<file path="config.mk">
export PLATFORM = sky130hd
export DESIGN_NAME = cirq_top
export DESIGN_NICKNAME = d
export VERILOG_FILES = /design/src/logic/cirq_sync.v /design/src/logic/cirq_top.v
export VERILOG_INCLUDE_DIRS = /design/src /design/src/logic
export SDC_FILE = /design/constraint.sdc
export NUM_CORES = 1
export LEC_CHECK = 0
export ABC_AREA = 1
export BUFFER_PORTS_ARGS = -buffer_cell sky130_fd_sc_hd__buf_2
export CAP_MARGIN = 0
export CORE_MARGIN = 2
export CORE_UTILIZATION = 55
export DETAILED_ROUTE_END_ITERATION = 16
export HOLD_SLACK_MARGIN = 0.02
export MAX_ROUTING_LAYER = met4
export PLACE_DENSITY = 0.85
export SETUP_SLACK_MARGIN = 0.02
export SLEW_MARGIN = 20
export SYNTH_ARGS = -nofsm -noshare
export SYNTH_HDL_FRONTEND = slang
export SYNTH_SLANG_ARGS = --single-unit
</file>
<file path="constraint.sdc">
create_clock -name sys_clk_in -period 3.93 [get_ports sys_clk_in]
set_clock_uncertainty 0.1 [all_clocks]
set_input_delay 0.1965 -clock sys_clk_in [delete_from_list [all_inputs] [get_ports sys_clk_in]]
set_output_delay 0.1965 -clock sys_clk_in [all_outputs]
set_load 0.01 [all_outputs]
</file>
<file path="src/logic/cirq_defs.vh">
// offsets, field positions, reset values and mode codes of the can event block
`ifndef CIRQ_DEFS_VH
`define CIRQ_DEFS_VH

// ==========================================================
// register byte offsets
`define CIRQ_OFS_PIN_CTRL 8'h00
`define CIRQ_OFS_FLAGS 8'h04
`define CIRQ_OFS_ENABLES 8'h08
`define CIRQ_OFS_PRIOS 8'h0C
`define CIRQ_OFS_TXB_EN 8'h10
`define CIRQ_OFS_BUF_EN 8'h14
`define CIRQ_OFS_MODE 8'h18

// ==========================================================
// field positions
`define CIRQ_BIT_DRIVE_HIGH 5
`define CIRQ_BIT_RX_CAPTURE 4
`define CIRQ_BIT_INVALID 7
`define CIRQ_BIT_WAKE 6
`define CIRQ_BIT_ERROR 5
`define CIRQ_BIT_TX_GROUP 4
`define CIRQ_BIT_TX1 3
`define CIRQ_BIT_TX0 2
`define CIRQ_BIT_RX_GROUP 1
`define CIRQ_BIT_LOW 0

// ==========================================================
// reset values and implemented-bit masks
`define CIRQ_RST_ZERO 8'h00
`define CIRQ_RST_PRIOS 8'hFF
`define CIRQ_RST_MODE 2'h0
`define CIRQ_MASK_PIN_CTRL 8'h30
`define CIRQ_MASK_TXB_EN 8'h1C
`define CIRQ_MASK_MODE0 8'hFF
`define CIRQ_MASK_MODE1 8'hF2
`define CIRQ_MASK_MODE2 8'hF3

// ==========================================================
// operating modes and bus answers
`define CIRQ_MODE_0 2'h0
`define CIRQ_MODE_1 2'h1
`define CIRQ_RESP_OKAY 2'h0
`define CIRQ_RESP_SLVERR 2'h2

`endif

</file>
<file path="src/logic/cirq_sync.v">
// three-stage synchroniser with agreement filter for a pin level
`default_nettype none

module cirq_sync
(
  // clock and reset
  input wire sys_clk_in,
  input wire rst_in,
  // pin side
  input wire pin_in,
  // clock domain side
  output reg level_out
);

  reg stage1_reg;
  reg stage2_reg;
  reg stage3_reg;

  // ==========================================================
  // stages; only stage2 looks at stage1
  always @(posedge sys_clk_in or posedge rst_in)
  begin
    if (rst_in)
    begin
      stage1_reg <= 1'b0;
      stage2_reg <= 1'b0;
      stage3_reg <= 1'b0;
      level_out <= 1'b0;
    end
    else
    begin
      stage1_reg <= pin_in;
      stage2_reg <= stage1_reg;
      stage3_reg <= stage2_reg;
      // a change counts only once two stages agree
      if (stage2_reg == stage3_reg)
        level_out <= stage3_reg;
    end
  end

endmodule // cirq_sync

`default_nettype wire

</file>
<file path="src/logic/cirq_top.v">
// can event flags, enables, priorities and pin control behind an axi4-lite slave
//
// Decided for this implementation: the AXI4-Lite slave port and the register addresses.
`default_nettype none
`include "cirq_defs.vh"

// Notes on behaviour
// - drive-high set: transmit pin driven high when recessive, else released.
// - capture enable routes can receive signal to capture unit instead of pin.
// - invalid message on bus sets flag bit 7.
// - bus activity sets wake flag bit 6.
// - any of several module error sources sets flag bit 5.
// - mode 0: transmit buffer 2 completion sets flag bit 4.
// - modes 1 and 2: any transmit completion sets flag bit 4.
// - mode 0: transmit buffers 1 and 0 set flag bits 3 and 2.
// - modes 1 and 2: bits 3 and 2 of flags, enables, priorities read zero.
// - mode 0: receive buffers 1 and 0 set flag bits 1 and 0.
// - modes 1 and 2: any receive buffer arrival sets flag bit 1.
// - mode 2: fifo watermark sets bit 0; mode 1: bit 0 reads zero.
// - each flag has an enable at same position; enables reset to zero.
// - modes 1 and 2: enable bit 4 is transmit master, buffers gated individually.
// - modes 1 and 2: enable bit 1 is receive master, buffers gated individually.
// - cleared group master blocks all that group's buffer interrupts.
// - each flag has a priority bit, 1 high, 0 low; reset to ones.
// - transmit-buffer enable register holds buffers 2..0 in bits 4..2, rest zero.
// - transmit-buffer enables exist only in modes 1 and 2, need master set.
// - per-buffer enables: programmable 7..2, dedicated receive 1..0, modes 1,2 only.
module cirq_top #(
  parameter ADDR_W = 8,
  parameter ERR_SRC_W = 4
)
(
  // clock and reset
  input wire sys_clk_in,
  input wire rst_in,
  // axi4-lite write address and data
  input wire [ADDR_W-1:0] s_axi_awaddr_in,
  input wire s_axi_awvalid_in,
  output reg s_axi_awready_out,
  input wire [31:0] s_axi_wdata_in,
  input wire [3:0] s_axi_wstrb_in,
  input wire s_axi_wvalid_in,
  output reg s_axi_wready_out,
  // axi4-lite write response
  output reg [1:0] s_axi_bresp_out,
  output reg s_axi_bvalid_out,
  input wire s_axi_bready_in,
  // axi4-lite read
  input wire [ADDR_W-1:0] s_axi_araddr_in,
  input wire s_axi_arvalid_in,
  output reg s_axi_arready_out,
  output reg [31:0] s_axi_rdata_out,
  output reg [1:0] s_axi_rresp_out,
  output reg s_axi_rvalid_out,
  input wire s_axi_rready_in,
  // events from the can engine, one-cycle pulses
  input wire invalid_msg_evt_in,
  input wire bus_wake_evt_in,
  input wire [ERR_SRC_W-1:0] module_err_evt_in,
  input wire [2:0] tx_buf_done_evt_in,
  input wire [5:0] prog_tx_done_evt_in,
  input wire [5:0] prog_rx_full_evt_in,
  input wire [1:0] rx_buf_full_evt_in,
  input wire fifo_watermark_evt_in,
  // transmit and receive signals of the engine
  input wire tx_bit_in,
  input wire rx_msg_signal_in,
  // pins and capture routing
  output reg can_transmit_pin_out,
  output reg can_transmit_pin_oe_out,
  input wire capture_input_pin_in,
  output reg capture_unit_in_out,
  // interrupt lines and current mode
  output reg irq_high_out,
  output reg irq_low_out,
  output reg [1:0] mode_out
);

  // ==========================================================
  // helpers
  function [7:0] mode_mask;
    input [1:0] mode;
    begin
      if (mode == `CIRQ_MODE_0)
        mode_mask = `CIRQ_MASK_MODE0;
      else if (mode == `CIRQ_MODE_1)
        mode_mask = `CIRQ_MASK_MODE1;
      else
        mode_mask = `CIRQ_MASK_MODE2;
    end
  endfunction

  function addr_hit;
    input [ADDR_W-1:0] addr;
    input [7:0] offset;
    begin
      addr_hit = (addr == offset[ADDR_W-1:0]);
    end
  endfunction

  // ==========================================================
  // registers
  reg [7:0] pin_ctrl_reg;
  reg [7:0] flags_reg;
  reg [7:0] enables_reg;
  reg [7:0] prios_reg;
  reg [7:0] txb_en_reg;
  reg [7:0] buf_en_reg;
  reg [1:0] mode_reg;
  reg [2:0] tx_pend_reg;
  reg [5:0] ptx_pend_reg;
  reg [5:0] prx_pend_reg;
  reg [1:0] rxd_pend_reg;

  reg [7:0] flags_next;
  reg [7:0] set_vec;
  reg [7:0] req_vec;
  reg [31:0] rdata_next;
  reg rd_ok;

  wire capture_pin_level;
  wire [7:0] mask;
  wire mode0;
  wire mode2;
  wire wr_fire;
  wire rd_fire;
  wire wr_lane0;
  wire wr_flags;
  wire [7:0] wbyte;
  wire wr_ok;
  wire tx_gate;
  wire rx_gate;

  assign mask = mode_mask(mode_reg);
  assign mode0 = (mode_reg == `CIRQ_MODE_0);
  assign mode2 = ~mode0 && (mode_reg != `CIRQ_MODE_1);
  assign wbyte = s_axi_wdata_in[7:0];

  // ==========================================================
  // capture pin synchroniser
  cirq_sync u_cap_sync
  (
    .sys_clk_in(sys_clk_in),
    .rst_in(rst_in),
    .pin_in(capture_input_pin_in),
    .level_out(capture_pin_level)
  );

  // ==========================================================
  // axi4-lite handshakes
  // ready pulses one cycle once both address and data wait, so the
  // pair is always taken together and no skid buffer is needed
  assign wr_fire = s_axi_awready_out & s_axi_awvalid_in & s_axi_wvalid_in;
  assign rd_fire = s_axi_arready_out & s_axi_arvalid_in;
  assign wr_lane0 = wr_fire & s_axi_wstrb_in[0];
  assign wr_ok = addr_hit(s_axi_awaddr_in, `CIRQ_OFS_PIN_CTRL)
    | addr_hit(s_axi_awaddr_in, `CIRQ_OFS_FLAGS)
    | addr_hit(s_axi_awaddr_in, `CIRQ_OFS_ENABLES)
    | addr_hit(s_axi_awaddr_in, `CIRQ_OFS_PRIOS)
    | addr_hit(s_axi_awaddr_in, `CIRQ_OFS_TXB_EN)
    | addr_hit(s_axi_awaddr_in, `CIRQ_OFS_BUF_EN)
    | addr_hit(s_axi_awaddr_in, `CIRQ_OFS_MODE);
  assign wr_flags = wr_lane0 & addr_hit(s_axi_awaddr_in, `CIRQ_OFS_FLAGS);

  always @(posedge sys_clk_in or posedge rst_in)
  begin
    if (rst_in)
    begin
      s_axi_awready_out <= 1'b0;
      s_axi_wready_out <= 1'b0;
      s_axi_bvalid_out <= 1'b0;
      s_axi_bresp_out <= `CIRQ_RESP_OKAY;
      s_axi_arready_out <= 1'b0;
      s_axi_rvalid_out <= 1'b0;
      s_axi_rresp_out <= `CIRQ_RESP_OKAY;
      s_axi_rdata_out <= 32'h0000_0000;
    end
    else
    begin
      s_axi_awready_out <= ~s_axi_awready_out & s_axi_awvalid_in & s_axi_wvalid_in
        & ~s_axi_bvalid_out;
      s_axi_wready_out <= ~s_axi_awready_out & s_axi_awvalid_in & s_axi_wvalid_in
        & ~s_axi_bvalid_out;
      if (wr_fire)
      begin
        s_axi_bvalid_out <= 1'b1;
        s_axi_bresp_out <= wr_ok ? `CIRQ_RESP_OKAY : `CIRQ_RESP_SLVERR;
      end
      else if (s_axi_bready_in)
        s_axi_bvalid_out <= 1'b0;
      s_axi_arready_out <= ~s_axi_arready_out & s_axi_arvalid_in & ~s_axi_rvalid_out;
      if (rd_fire)
      begin
        s_axi_rvalid_out <= 1'b1;
        s_axi_rdata_out <= rdata_next;
        s_axi_rresp_out <= rd_ok ? `CIRQ_RESP_OKAY : `CIRQ_RESP_SLVERR;
      end
      else if (s_axi_rready_in)
        s_axi_rvalid_out <= 1'b0;
    end
  end

  // ==========================================================
  // read mux; forced and absent bits read as zero
  always @*
  begin
    rdata_next = 32'h0000_0000;
    rd_ok = 1'b1;
    case (s_axi_araddr_in)
      `CIRQ_OFS_PIN_CTRL:
        rdata_next[7:0] = pin_ctrl_reg & `CIRQ_MASK_PIN_CTRL;
      `CIRQ_OFS_FLAGS:
        rdata_next[7:0] = flags_reg & mask;
      `CIRQ_OFS_ENABLES:
        rdata_next[7:0] = enables_reg & mask;
      `CIRQ_OFS_PRIOS:
        rdata_next[7:0] = prios_reg & mask;
      `CIRQ_OFS_TXB_EN:
        rdata_next[7:0] = mode0 ? 8'h00 : (txb_en_reg & `CIRQ_MASK_TXB_EN);
      `CIRQ_OFS_BUF_EN:
        rdata_next[7:0] = mode0 ? 8'h00 : buf_en_reg;
      `CIRQ_OFS_MODE:
        rdata_next[1:0] = mode_reg;
      default:
        rd_ok = 1'b0;
    endcase
  end

  // ==========================================================
  // configuration registers
  always @(posedge sys_clk_in or posedge rst_in)
  begin
    if (rst_in)
    begin
      pin_ctrl_reg <= `CIRQ_RST_ZERO;
      enables_reg <= `CIRQ_RST_ZERO;
      prios_reg <= `CIRQ_RST_PRIOS;
      txb_en_reg <= `CIRQ_RST_ZERO;
      buf_en_reg <= `CIRQ_RST_ZERO;
      mode_reg <= `CIRQ_RST_MODE;
    end
    else if (wr_lane0)
    begin
      if (addr_hit(s_axi_awaddr_in, `CIRQ_OFS_PIN_CTRL))
        pin_ctrl_reg <= wbyte & `CIRQ_MASK_PIN_CTRL;
      if (addr_hit(s_axi_awaddr_in, `CIRQ_OFS_ENABLES))
        enables_reg <= wbyte;
      if (addr_hit(s_axi_awaddr_in, `CIRQ_OFS_PRIOS))
        prios_reg <= wbyte;
      // both buffer enable registers are absent in mode 0
      if (addr_hit(s_axi_awaddr_in, `CIRQ_OFS_TXB_EN) && !mode0)
        txb_en_reg <= wbyte & `CIRQ_MASK_TXB_EN;
      if (addr_hit(s_axi_awaddr_in, `CIRQ_OFS_BUF_EN) && !mode0)
        buf_en_reg <= wbyte;
      if (addr_hit(s_axi_awaddr_in, `CIRQ_OFS_MODE))
        mode_reg <= wbyte[1:0];
    end
  end

  // ==========================================================
  // event flags; a hardware set wins over a software clear
  always @*
  begin
    set_vec = 8'h00;
    set_vec[`CIRQ_BIT_INVALID] = invalid_msg_evt_in;
    set_vec[`CIRQ_BIT_WAKE] = bus_wake_evt_in;
    set_vec[`CIRQ_BIT_ERROR] = |module_err_evt_in;
    if (mode0)
    begin
      set_vec[`CIRQ_BIT_TX_GROUP] = tx_buf_done_evt_in[2];
      set_vec[`CIRQ_BIT_TX1] = tx_buf_done_evt_in[1];
      set_vec[`CIRQ_BIT_TX0] = tx_buf_done_evt_in[0];
      set_vec[`CIRQ_BIT_RX_GROUP] = rx_buf_full_evt_in[1];
      set_vec[`CIRQ_BIT_LOW] = rx_buf_full_evt_in[0];
    end
    else
    begin
      set_vec[`CIRQ_BIT_TX_GROUP] = |tx_buf_done_evt_in | |prog_tx_done_evt_in;
      set_vec[`CIRQ_BIT_RX_GROUP] = |rx_buf_full_evt_in | |prog_rx_full_evt_in;
      set_vec[`CIRQ_BIT_LOW] = mode2 & fifo_watermark_evt_in;
    end
    flags_next = ((wr_flags ? wbyte : flags_reg) | set_vec) & mask;
  end

  // ==========================================================
  // per-buffer pending state behind the group flags
  // cleared together with its group flag, so a stale buffer cannot
  // keep the group request alive after software acknowledged it
  always @(posedge sys_clk_in or posedge rst_in)
  begin
    if (rst_in)
    begin
      flags_reg <= `CIRQ_RST_ZERO;
      tx_pend_reg <= 3'h0;
      ptx_pend_reg <= 6'h00;
      prx_pend_reg <= 6'h00;
      rxd_pend_reg <= 2'h0;
    end
    else
    begin
      flags_reg <= flags_next;
      if (wr_flags && !wbyte[`CIRQ_BIT_TX_GROUP])
      begin
        tx_pend_reg <= tx_buf_done_evt_in;
        ptx_pend_reg <= prog_tx_done_evt_in;
      end
      else
      begin
        tx_pend_reg <= tx_pend_reg | tx_buf_done_evt_in;
        ptx_pend_reg <= ptx_pend_reg | prog_tx_done_evt_in;
      end
      if (wr_flags && !wbyte[`CIRQ_BIT_RX_GROUP])
      begin
        prx_pend_reg <= prog_rx_full_evt_in;
        rxd_pend_reg <= rx_buf_full_evt_in;
      end
      else
      begin
        prx_pend_reg <= prx_pend_reg | prog_rx_full_evt_in;
        rxd_pend_reg <= rxd_pend_reg | rx_buf_full_evt_in;
      end
    end
  end

  // ==========================================================
  // interrupt gating
  assign tx_gate = |(tx_pend_reg & txb_en_reg[4:2])
    | |(ptx_pend_reg & buf_en_reg[7:2]);
  assign rx_gate = |(rxd_pend_reg & buf_en_reg[1:0])
    | |(prx_pend_reg & buf_en_reg[7:2]);

  always @*
  begin
    req_vec = flags_reg & enables_reg & mask;
    if (!mode0)
    begin
      // master enable already sits in req_vec; clearing it blocks all
      req_vec[`CIRQ_BIT_TX_GROUP] = req_vec[`CIRQ_BIT_TX_GROUP] & tx_gate;
      req_vec[`CIRQ_BIT_RX_GROUP] = req_vec[`CIRQ_BIT_RX_GROUP] & rx_gate;
    end
  end

  always @(posedge sys_clk_in or posedge rst_in)
  begin
    if (rst_in)
    begin
      irq_high_out <= 1'b0;
      irq_low_out <= 1'b0;
      mode_out <= `CIRQ_RST_MODE;
    end
    else
    begin
      irq_high_out <= |(req_vec & prios_reg);
      irq_low_out <= |(req_vec & ~prios_reg);
      mode_out <= mode_reg;
    end
  end

  // ==========================================================
  // pin control
  // released recessive level leaves the line to the transceiver
  // pull-up, which picks up crosstalk on a differential bus
  always @(posedge sys_clk_in or posedge rst_in)
  begin
    if (rst_in)
    begin
      can_transmit_pin_out <= 1'b1;
      can_transmit_pin_oe_out <= 1'b0;
      capture_unit_in_out <= 1'b0;
    end
    else
    begin
      can_transmit_pin_out <= tx_bit_in;
      can_transmit_pin_oe_out <= ~tx_bit_in | pin_ctrl_reg[`CIRQ_BIT_DRIVE_HIGH];
      capture_unit_in_out <= pin_ctrl_reg[`CIRQ_BIT_RX_CAPTURE]
        ? rx_msg_signal_in : capture_pin_level;
    end
  end

endmodule // cirq_top

`default_nettype wire

</file>
==> impl_metrics.tcl <==
set metrics [dict create \
    status "completed" \
    syn_area_mm2 0.00420 \
    synth_edf_count 0 \
    path_clk_slew_ns 0.08 \
    required_ns 4.08 \
    avgSynthCellArea_um2 7.87 \
    grt_setup_unrepaired "no" \
    total_power_mw 1.79 \
    netlist.top_cell.by_area "dfrtp_1" \
    rows 31 \
    antenna_found_initial 0 \
    hpwl_um 7380 \
    drv_slew 0 \
    numPortBuffers 80 \
    ys_warn_count 0 \
    crit_chain "dlygate4sd3_1 -> buf_2 -> nand3_2 -> nor2_4 -> nand2_2 -> a21oi_1 -> nand2_1 -> dlygate4sd3_1" \
    synthCells 534 \
    cts_sinks 81 \
    cts_buffer_depth 2 \
    worstReg2RegStart "s_axi_wready_out" \
    cp_slowest_cell "dlygate4sd3_1" \
    power_density_mw_per_mm2 344 \
    irDropWorstVdd_mv 0.250 \
    hold_path.class "in2reg" \
    clockRootBuffer "clkbuf_8" \
    hold_viol 0 \
    grt.total_usage 0.281 \
    num_antenna_cells 0 \
    final.setup.tns_ns 0 \
    drtIter0Drc 312 \
    die_w_um 91.4 \
    drive_gt1_frac 0.191 \
    ant_nets 0 \
    wirelength_um 10700 \
    hold_ws_ns 0.0868 \
    num_vias 3923 \
    max_cap_viol_count 0 \
    core_mm2 0.00733 \
    worst_pin_slew_ns 0.845 \
    cts_tree "done" \
    fin_crit_ns 2.10 \
    path_class "in2reg" \
    synth_most_common_cell "nand2_1" \
    die_area_mm2 0.00836 \
    postCtsSetupRepairBufs 0 \
    ys_types 32 \
    timing.final.crit_share 0.534 \
    synth.top_cell.area_share 0.429 \
    routedWlPerCell_um 14.1 \
    drc 0 \
    cts_hold_buf 40 \
    grt_max_degree 53 \
    relSlewSlack 0.436 \
    holdCritStartpoint "s_axi_awvalid_in" \
    dieHeight_um 91.4 \
    cpMostUsedCell "dlygate4sd3_1" \
    cts_resized 0 \
    cellLeakagePower_nw 2.71 \
    dr.pass1.iters 5 \
    htreeDepth 3 \
    pin_count 134 \
    ys_seq_area_frac 0.485 \
    cp_max_fo 10 \
    finalWeightedCongestion 0.957 \
    grt_pass1_vias 3775 \
    critPathArrivalTime_ns 2.25 \
    endpoint_kind "register" \
    crit_start "s_axi_wvalid_in" \
    cp-start-kind "input pin" \
    grt_pass1_wl_um 17900 \
    start_util 0.573 \
    gr-total-overflow 0 \
    setup-violations-final 0 \
    max_freq_mhz 477 \
    cts_made_buffers 9 \
    area_growth_pct 23.7 \
    clock_latency_ns 0.36 \
    max_stage_delay_ns 0.56 \
    vias_per_cell 5.18 \
    synth_area_leaders "dfrtp_1 (43%), nand2_1 (12%), inv_1 (7.1%)" \
    async_flop_share 1.00 \
    synth_commonest_cells "nand2_1 (130), inv_1 (80), dfrtp_1 (72)" \
    yosys_register_bits 81 \
    ys_dominant_reg_cell "dfrtp_1" \
    num-nets-final 740 \
]
-- final cells by class --
class / count / area, um2
clock buffers: 9 / 124
fillers: 602 / 2130
multi-input cells: 360 / 1680
flip-flops and latches: 81 / 2040
clock inverters: 7 / 118
well taps: 99 / 124
inverters: 81 / 304
repair buffers: 121 / 808
-- logic make-up after synthesis --
group / after synthesis / synth area share
other: 1 / 0.000892
AO/OA/AOI/OAI: 67 / 0.0851
adder cells (fa/ha/maj): 1 / 0.00238
multiplexers: 1 / 0.00268
buffers and inverters: 118 / 0.137
AND/OR/NAND/NOR: 265 / 0.287
flip-flops: 81 / 0.485
-- layer usage --
layer / part of all wire / vias up / track usage
met2: 0.49 / 156 / 0.452
li1: - / 1895 / -
met5: 0 / - / -
met3: 0.071 / 26 / 0.0606
met4: 0.026 / 0 / 0.106
met1: 0.41 / 1846 / 0.349
-- final timing paths --
kind                       slack (ns)                    end  cells past startpoint
max reg2reg                      1.88           flags_reg[7]                      6
min in group asynchronous        0.35   u_cap_sync.level_out                      3
min reg2reg                      0.26  u_cap_sync.stage2_reg                      0
max in group asynchronous        2.28         enables_reg[0]                      4
max                              1.83           flags_reg[7]                      8
min                              0.09       s_axi_bvalid_out                      3
-- report_power, final --
part,switching [mW],internal [mW],leakage [nW]
Clock,0.315,0.423,0.124
Sequential,0.0117,0.856,0.944
Combinational,0.107,0.0775,1.65
Total,0.434,1.36,2.71
-- critical path, delay by kind of cell --
family,cells,cell delay (ns)
buf+inv,3,1.21
simple gates,4,0.62
compound gates,1,0.22
-- layout by cell type, fill, tap and decap left out, types with 2 or more instances in the layout --
master | netlist | final
buf_2 | 5 | 80
inv_1 | 80 | 79
clkbuf_8 | 0 | 9
dlygate4sd3_1 | 0 | 40
o21ai_2 | 2 | 2
nand2_2 | 4 | 4
nor2_2 | 5 | 5
nand3_1 | 60 | 60
clkinv_2 | 0 | 2
nor2_1 | 36 | 36
conb_1 | 1 | 26
a21oi_1 | 8 | 8
nand3_2 | 3 | 3
dfrtp_1 | 72 | 72
nor2_4 | 3 | 3
o211ai_1 | 2 | 2
o22ai_1 | 2 | 2
nand2_1 | 130 | 130
nand4_1 | 18 | 18
o21ai_0 | 50 | 50
dfstp_2 | 9 | 9
bufinv_16 | 0 | 3
-- metrics by stage --
step | cell area (um2) | utilization | setup slack [ns] | instances
final | 5200 | 0.709 | 1.83 | 758
after global routing | 5200 | 0.709 | 1.72 | 758
after CTS | 5200 | 0.709 | 1.91 | 758
after detailed placement | 4560 | 0.622 | 2.12 | 702
after global placement | 4560 | 0.622 | 2.11 | 702
after floorplan | 4300 | - | 1.57 | 559
Note: power is estimated with default switching activity, not from simulation.
